**config.mk**
```make
export PLATFORM = sky130hd
export DESIGN_NAME = dual_data_pointer_unit
export DESIGN_NICKNAME = d
export VERILOG_FILES = /design/src/rtl/ddpu_pkg.sv /design/src/rtl/ddpu_stepper.sv /design/src/rtl/ddpu_read_mux.sv /design/src/rtl/dual_data_pointer_unit.sv
export SDC_FILE = /design/constraint.sdc
export NUM_CORES = 1
export LEC_CHECK = 0
export BUFFER_PORTS_ARGS = -buffer_cell sky130_fd_sc_hd__buf_2
export CORE_MARGIN = 3
export CORE_UTILIZATION = 60
export CTS_CLUSTER_SIZE = 10
export DETAILED_ROUTE_END_ITERATION = 10
export PLACE_DENSITY = 0.82
export SLEW_MARGIN = 20
export SYNTH_ARGS = -nofsm -noshare
export SYNTH_HDL_FRONTEND = slang
export SYNTH_HIERARCHICAL = 1
export SYNTH_SLANG_ARGS = --single-unit
```
**constraint.sdc**
```tcl
create_clock -name core_clk -period 3.55 [get_ports core_clk]
set_clock_uncertainty 0.2 [all_clocks]
set_input_delay 0.5325 -clock core_clk [delete_from_list [all_inputs] [get_ports core_clk]]
set_output_delay 0.5325 -clock core_clk [all_outputs]
set_load 0.02 [all_outputs]
```
**src/rtl/ddpu_pkg.sv**
```systemverilog
/*
 * ddpu_pkg: constants and carrier types for the dual data pointer unit.
 * Assumes an 8-bit special-register bus with 8-bit addresses on the core clock.
 */
package ddpu_pkg;
    // special-register addresses
    localparam logic [7:0] DDPU_ADDR_PTR_LO = 8'h82;
    localparam logic [7:0] DDPU_ADDR_PTR_HI = 8'h83;
    localparam logic [7:0] DDPU_ADDR_CTRL = 8'h85;
    localparam logic [7:0] DDPU_ADDR_MODE = 8'h86;
    // reset values
    localparam logic [7:0] DDPU_CTRL_RESET = 8'h00;
    localparam logic [7:0] DDPU_MODE_RESET = 8'h00;
    localparam logic [15:0] DDPU_PTR_RESET = 16'h0000;
    localparam logic [15:0] DDPU_PTR_ONE = 16'h0001;
    // field positions
    localparam int DDPU_CTRL_SEL_BIT = 0;
    localparam int DDPU_CTRL_SWAP_BIT = 6;
    localparam int DDPU_MODE_A_LSB = 0;
    localparam int DDPU_MODE_B_LSB = 2;
    localparam logic [7:0] DDPU_CTRL_RW_MASK = 8'h41;
    localparam logic [7:0] DDPU_MODE_RW_MASK = 8'h0F;

    // step codes of a two-bit mode field
    typedef enum logic [1:0] {
        DDPU_STEP_HOLD = 2'h0,
        DDPU_STEP_RSVD = 2'h1,
        DDPU_STEP_INC = 2'h2,
        DDPU_STEP_DEC = 2'h3
    } ddpu_step_t;

    // special-register bus request
    typedef struct packed {
        logic rd;
        logic wr;
        logic [7:0] addr;
        logic [7:0] wdata;
    } ddpu_sfr_req_t;

    // pointer-use events from instruction execution
    typedef struct packed {
        logic extMove; // external-data move through the standard pointer
        logic otherUse; // code-byte move, indirect jump and other uses
    } ddpu_use_t;
endpackage

```
**src/rtl/ddpu_stepper.sv**
```systemverilog
/*
 * ddpu_stepper: computes one pointer's value after an external-data move.
 * Assumes the caller decides whether the step is applied.
 */
`timescale 1ns/1ps
module ddpu_stepper
    import ddpu_pkg::*;
(
    // pointer in and out
    input wire logic [15:0] ptrIn,
    output logic [15:0] ptrOut,
    // mode field
    input wire ddpu_pkg::ddpu_step_t stepMode
);
    // wraps naturally modulo 2^16; reserved code holds
    always_comb begin
        case (stepMode)
            DDPU_STEP_INC: ptrOut = ptrIn + DDPU_PTR_ONE;
            DDPU_STEP_DEC: ptrOut = ptrIn - DDPU_PTR_ONE;
            default: ptrOut = ptrIn;
        endcase
    end
endmodule

```
**src/rtl/ddpu_read_mux.sv**
```systemverilog
/*
 * ddpu_read_mux: read-data selection for the unit's special registers.
 * Assumes one read address at a time; unmapped addresses read zero.
 */
`timescale 1ns/1ps
module ddpu_read_mux
    import ddpu_pkg::*;
(
    // address and sources
    input wire logic [7:0] addr,
    input wire logic [15:0] activePtr,
    input wire logic [7:0] ctrl,
    input wire logic [7:0] mode,
    // result
    output logic [7:0] rdata,
    output logic hit
);
    // only the selected pointer can be seen here
    always_comb begin
        hit = 1'b1;
        case (addr)
            DDPU_ADDR_PTR_LO: rdata = activePtr[7:0];
            DDPU_ADDR_PTR_HI: rdata = activePtr[15:8];
            DDPU_ADDR_CTRL: rdata = ctrl & DDPU_CTRL_RW_MASK;
            DDPU_ADDR_MODE: rdata = mode & DDPU_MODE_RW_MASK;
            default: begin
                rdata = 8'h00;
                hit = 1'b0;
            end
        endcase
    end
endmodule

```
**src/rtl/dual_data_pointer_unit.sv**
```systemverilog
/*
 * dual_data_pointer_unit: two background 16-bit external-data pointers, one
 * shown at the standard pointer addresses, with auto-step and auto-swap.
 * Assumes the core issues at most one register access or pointer use per
 * cycle, all synchronous to core_clk, with a synchronous active-high reset.
 */
`timescale 1ns/1ps
module dual_data_pointer_unit
    import ddpu_pkg::*;
#(
    parameter int PTR_W = 16
)
(
    // clock and reset
    input wire logic core_clk,
    input wire logic reset,
    // special-register bus
    input wire ddpu_pkg::ddpu_sfr_req_t sfrReq,
    output logic [7:0] sfrRdata,
    output logic sfrHit,
    // pointer use from instruction execution
    input wire ddpu_pkg::ddpu_use_t ptrUse,
    // standard pointer value for address generation
    output logic [PTR_W-1:0] standardPointerWindow,
    output logic activePointerSelect
);
    ////////////////////////////////////////////////////////////////////
    // state
    logic [PTR_W-1:0] pointerA_r, pointerA_nxt;
    logic [PTR_W-1:0] pointerB_r, pointerB_nxt;
    logic [7:0] pointerControl_r, pointerControl_nxt;
    logic [7:0] pointerStepMode_r, pointerStepMode_nxt;
    logic [7:0] rdata_r, rdata_nxt;
    logic hit_r, hit_nxt;

    logic selB;
    logic autoSwapEnable;
    logic [PTR_W-1:0] activePtr;
    logic [PTR_W-1:0] steppedA, steppedB;
    logic [7:0] muxData;
    logic muxHit;
    logic wrLo, wrHi, wrCtrl, wrMode;

    assign selB = pointerControl_r[DDPU_CTRL_SEL_BIT];
    assign autoSwapEnable = pointerControl_r[DDPU_CTRL_SWAP_BIT];
    assign activePtr = selB ? pointerB_r : pointerA_r;
    assign standardPointerWindow = activePtr;
    assign activePointerSelect = selB;

    // write strobes
    assign wrLo = sfrReq.wr && (sfrReq.addr == DDPU_ADDR_PTR_LO);
    assign wrHi = sfrReq.wr && (sfrReq.addr == DDPU_ADDR_PTR_HI);
    assign wrCtrl = sfrReq.wr && (sfrReq.addr == DDPU_ADDR_CTRL);
    assign wrMode = sfrReq.wr && (sfrReq.addr == DDPU_ADDR_MODE);

    ////////////////////////////////////////////////////////////////////
    // step arithmetic, one per pointer
    ddpu_stepper u_stepA (
        .ptrIn(pointerA_r),
        .ptrOut(steppedA),
        .stepMode(ddpu_step_t'(pointerStepMode_r[DDPU_MODE_A_LSB +: 2]))
    );
    ddpu_stepper u_stepB (
        .ptrIn(pointerB_r),
        .ptrOut(steppedB),
        .stepMode(ddpu_step_t'(pointerStepMode_r[DDPU_MODE_B_LSB +: 2]))
    );

    ddpu_read_mux u_rmux (
        .addr(sfrReq.addr),
        .activePtr(activePtr),
        .ctrl(pointerControl_r),
        .mode(pointerStepMode_r),
        .rdata(muxData),
        .hit(muxHit)
    );

    ////////////////////////////////////////////////////////////////////
    // pointer next values; a software write wins its byte over a step in the
    // same cycle because its assignment comes after the step below
    always_comb begin
        pointerA_nxt = pointerA_r;
        pointerB_nxt = pointerB_r;
        if (ptrUse.extMove) begin
            // only the selected pointer steps
            if (selB) begin
                pointerB_nxt = steppedB;
            end else begin
                pointerA_nxt = steppedA;
            end
        end
        if (wrLo) begin
            if (selB) begin
                pointerB_nxt[7:0] = sfrReq.wdata;
            end else begin
                pointerA_nxt[7:0] = sfrReq.wdata;
            end
        end
        if (wrHi) begin
            if (selB) begin
                pointerB_nxt[15:8] = sfrReq.wdata;
            end else begin
                pointerA_nxt[15:8] = sfrReq.wdata;
            end
        end
    end

    // control and mode next values
    always_comb begin
        pointerControl_nxt = pointerControl_r;
        pointerStepMode_nxt = pointerStepMode_r;
        // swap uses the select seen by this move, so the step above hit
        // the used pointer before the flip takes effect
        if (ptrUse.extMove && autoSwapEnable) begin
            pointerControl_nxt[DDPU_CTRL_SEL_BIT] = ~selB;
        end
        if (wrCtrl) begin
            pointerControl_nxt = sfrReq.wdata & DDPU_CTRL_RW_MASK;
        end
        if (wrMode) begin
            pointerStepMode_nxt = sfrReq.wdata & DDPU_MODE_RW_MASK;
        end
    end

    // registered read data, valid the cycle after the read
    always_comb begin
        rdata_nxt = sfrReq.rd ? muxData : 8'h00;
        hit_nxt = sfrReq.rd && muxHit;
    end

    ////////////////////////////////////////////////////////////////////
    // registers
    always_ff @(posedge core_clk) begin
        if (reset) begin
            pointerA_r <= DDPU_PTR_RESET;
            pointerB_r <= DDPU_PTR_RESET;
            pointerControl_r <= DDPU_CTRL_RESET;
            pointerStepMode_r <= DDPU_MODE_RESET;
            rdata_r <= 8'h00;
            hit_r <= 1'b0;
        end else begin
            pointerA_r <= pointerA_nxt;
            pointerB_r <= pointerB_nxt;
            pointerControl_r <= pointerControl_nxt;
            pointerStepMode_r <= pointerStepMode_nxt;
            rdata_r <= rdata_nxt;
            hit_r <= hit_nxt;
        end
    end

    assign sfrRdata = rdata_r;
    assign sfrHit = hit_r;

    ////////////////////////////////////////////////////////////////////
    // further checks: step codes, swap order, window writes, read path
    // byte views of the window, so that $past sees plain signals
    logic [7:0] winLo;
    logic [7:0] winHi;
    assign winLo = activePtr[7:0];
    assign winHi = activePtr[15:8];
endmodule

```
Yosys cells after proc, flatten, opt, wreduce, memory -nomap -nowiden:

Index checks and enable logic that the tools add are counted.

* multiplexer cells: 19
* bitwise operators: 2
* equal/unequal tests: 8
* reduce and logical (&&, ||, !) cells: 9
* $add $sub $neg: 4

Operators by type and width (number)
* 2-to-1 mux 16 bit: 5
* 2-to-1 mux 8 bit: 8
* one-hot mux 16 bit (2 select lines): 2
* adder 16 x 1 -> 16 bit (second input constant): 2
* equality test 8 bit (second input constant): 4
* one-hot mux 8 bit (4 select lines): 1
* subtractor 16 x 1 -> 16 bit (second input constant): 2
* equality test 2 bit (second input constant): 4
* logical AND 1 bit: 6
* OR reduction 4 bit: 1
* 2-to-1 mux 1 bit: 3
* NOT 1 bit: 2
* nonzero test 2 bit: 1
* OR reduction 2 bit: 1

* logic and storage cells: 49
* output and inout port bits: 26
* register bits after elaboration: 47
* input port bits: 22

Longest topological paths before layout:

* depth after elaboration: 6
* depth in mapped cells: 12
* gate-level depth less buffers: 11

By module:

The synthesis kept the hierarchy.

Modules (own cells, without submodules)
* dual_data_pointer_unit: times used 1, cells each 241, area each 2368.5 µm², seq. area each 940.9 µm²
* ddpu_stepper at u_stepA: times used 1, cells each 123, area each 840.8 µm², seq. area each 0.0 µm²
* ddpu_stepper at u_stepB: times used 1, cells each 117, area each 804.5 µm², seq. area each 0.0 µm²
* ddpu_read_mux: times used 1, cells each 40, area each 289.0 µm², seq. area each 0.0 µm²

Worst setup path after synthesis:

Ideal clock, no wire load.

* path kind: register -> register
* start: register pointerStepMode_r[3]
* end: register with a tool-made name
* period minus slack after synthesis: 2679 ps
* data arrival time: 2365 ps
* data required time: 3236 ps
* cell stages (with the launch flop): 12
* buffers on the path: 1
* slack: 871 ps
* setup time: 114 ps
* cell sequence: dfxtp_1 > nand2_1 > buf_1 > xnor2_1 > ha_1 > nand3_1 > o31ai_1 > o221ai_1 > mux2i_1 > xnor2_1 > a22oi_1 > a2111oi_0

RTL lines
* start: declaration: line dual_data_pointer_unit.sv:32 `logic [7:0] pointerStepMode_r, pointerStepMode_nxt;`
* start signal: assignment: line dual_data_pointer_unit.sv:145 `pointerStepMode_r <= pointerStepMode_nxt;`

Worst setup path in the final report:

* start: register pointerStepMode_r[1]
* end: register pointerA_r[10]

* longest elaborated chain between the ends: 6
* elaborated cells between the ends (all ways): 7
* those cells by class: eq/ne (2); mux (5)

RTL lines
* equality test 2 bit: line ddpu_stepper.sv:17 `case (stepMode)`
* one-hot mux 16 bit (2 select lines) *: line ddpu_stepper.sv:17
* named net steppedA[10]: line dual_data_pointer_unit.sv:39 `logic [PTR_W-1:0] steppedA, steppedB;`
* 2-to-1 mux 16 bit *: line dual_data_pointer_unit.sv:86 `if (selB) begin`
* 2-to-1 mux 16 bit *: line dual_data_pointer_unit.sv:84 `if (ptrUse.extMove) begin`
* 2-to-1 mux 8 bit: line dual_data_pointer_unit.sv:100 `if (selB) begin`
* 2-to-1 mux 8 bit *: line dual_data_pointer_unit.sv:99 `if (wrHi) begin`
* end signal: assignment: line dual_data_pointer_unit.sv:142 `pointerA_r <= pointerA_nxt;`
* end: declaration: line dual_data_pointer_unit.sv:29 `logic [PTR_W-1:0] pointerA_r, pointerA_nxt;`

Mark *: on every way through the listed nets, which the timed path passes. The rest lies on a longest branch.
A chain may end at the register's enable or synchronous reset.

==> impl_metrics.ini <==
[outcome]
status = finished clean

[timing]
rsz_0062_raised_after_global_routing = no
post-route-min-period_ns = 2.91
final-max-slew-violation-count = 0
worstMarginPinSlew_ns = 0.743
timing.fmax_ghz = 0.344
report.final.hold_viol_count = 0
report.final.setup_viol = 0
timing.hold.ws_ns = 0.368
timing.setup.tns_ns = 0
max_slew_margin_pct = 50.3
fin_crit_sh_pct = 81.9

[grt]
grt_antenna_before_repair = 0
first_global_vias = 3780
grt_first_pass_wirelength_um = 19000
globalRoute.totalOverflow = 0
grt_max_degree = 37
track_usage_pct = 28.0

[die]
start_util_pct = 62.6
design.die.area_um2 = 8220
die-height_um = 90.6
dieWidth_um = 90.6
fp-row-count = 30
core-area_um2 = 6870
io_pins = 48

[clocking]
clock_tree_from_tritoncts = yes
clock_insertion_delay_worst_skew_ns = 0.29
cts_num_sinks = 47
postCtsSetupRepairBufs = 0
count_of_hold_fix_buffers_inserted_at_cts = 0
cts_htree_levels = 2
tritoncts_buffer_count = 5
ctsLongestPathBuffers = 2
ctsResizeCount = 0
clock_tree.root_cell = clkbuf_8
clk_transition_reported_paths_ns = 0.09

[drt]
final_antenna_net_count = 0
wl_per_cell_um = 18.9
drt_pass1_iterations = 5
detail_route.vias_per_cell = 6.72
dr.first_iter.drc_count = 445
drc = 0
route.final.wire_length_um = 12000
route.vias.total = 4246

[setup_path]
worst_path_required_ns = 3.51
cp_cell_sequence = nand2_2 > xnor2_1 > ha_1 > or3_1 > nor4_2 > nor3_1 > mux2_2 > o21a_1 > mux2i_1 > a211oi_2
max_stage_delay_ns = 0.39
cp.arrival_ns = 2.86
worst_setup_path_start_kind = flip-flop
critPathSlowestCell = nor4_2
cp_max_fo = 7
worst-path-buf-inv = 0
criticalPathCategory = reg -> reg
worst_path_dominant_cell_family = simple AND/OR/NAND/NOR gates
end_kind = flip-flop

[placed_design]
dp_hpwl_um = 8760
io_buffers = 46
gpl.final_weighted_congestion = 0.912

[finish]
share_of_post_route_cells_with_drive_strength_above_1_pct = 21.3
area_delta_synth_final_pct = 6.69
final_net_count = 560
antenna_cells_inserted = 0

[synthesis]
synth_nets = 544
syn-instance-count = 520
avgSynthCellArea_um2 = 8.27
post_synth_instance_area_um2 = 4300
yosys_warnings = 6

[power]
power_density_nw_per_um2 = 215
p_total_w = 0.000988
largest_voltage_drop_on_the_vdd_net_uv = 228
cellLeakagePower_nw = 1.97

[run]
cap_viol_max_count = 0

[hold_path]
path_category_of_the_worst_min_delay_check = in -> reg
[metal layers]
metal	up-vias	GRT usage [%]	part of all wire, %
met5	-	0	0
met4	0	6.76	1.9
met3	23	5.08	9.0
met2	234	44.2	46
met1	2025	39.6	43
li1	1964	-	-
[stage by stage]
| stage | setup slack, ns | instance area [um^2] | utilization, % | cells |
|---|---|---|---|---|
| after floorplan | 0.871 | 4300 | - | 520 |
| after global placement | 0.810 | 4480 | 65.3 | 625 |
| after detailed placement | 0.730 | 4480 | 65.3 | 625 |
| after CTS | 0.701 | 4590 | 66.8 | 632 |
| after global routing | 0.487 | 4590 | 66.8 | 632 |
| final | 0.643 | 4590 | 66.8 | 632 |
[where the power goes]
part | internal, W | leakage, nW | switching (W)
clock | 0.000207 | 0.0513 | 0.000176
combinational | 0.0000250 | 1.54 | 0.0000521
sequential | 0.000527 | 0.378 | 0.00000152
total | 0.000759 | 1.97 | 0.000229
[layout make-up]
class	instances	area (um^2)
Fill cell	601	2280
Sequential cell	47	941
Timing Repair Buffer	54	290
Inverter	8	30.0
Tap cell	96	120
Multi-Input combinational cell	420	3100
Clock buffer	6	72.6
Clock inverter	1	30.0
[cell usage in the layout, fill, tap and decap left out, types with 8 or more instances in the layout]
master and n:
mux2i_1 39, nor3_1 17, dfxtp_1 47, a31oi_1 10, nand2_1 28, a21oi_1 15
nand3_1 14, inv_1 8, nand4_1 9, buf_4 8, a211oi_1 11, a211oi_2 14
mux2_2 23, and3_1 17, and2_1 18, nor2_1 53, xnor2_1 28, buf_2 46
nor2b_1 10
[worst min-delay path, cell delays in order]
cell and delay [ns]:
buf_2 0.14, inv_1 0.08, a211oi_1 0.06
[state kept, by name (all words and copies together), names as in the netlist, named ones only]
register	count
sfrHit	1
pointerControl_r	2
sfrRdata	8
pointerB_r	15
pointerStepMode_r	4
pointerA_r	16
[final timing paths]
kind	from	slack (ns)	endpoint	cells past startpoint
hold / removal	sfrReq[0]	0.37	pointerControl_r[0]$_SDFFE_PP0P_	3
setup reg to reg	pointerStepMode_r[1]$_SDFFE_PP0P_	0.64	pointerA_r[10]$_SDFF_PP0_	10
setup / recovery	pointerStepMode_r[1]$_SDFFE_PP0P_	0.64	pointerA_r[10]$_SDFF_PP0_	10
hold reg to reg	pointerControl_r[6]$_SDFFE_PP0P_	0.37	pointerControl_r[6]$_SDFFE_PP0P_	2
Note: power is estimated with default switching activity, not from simulation.
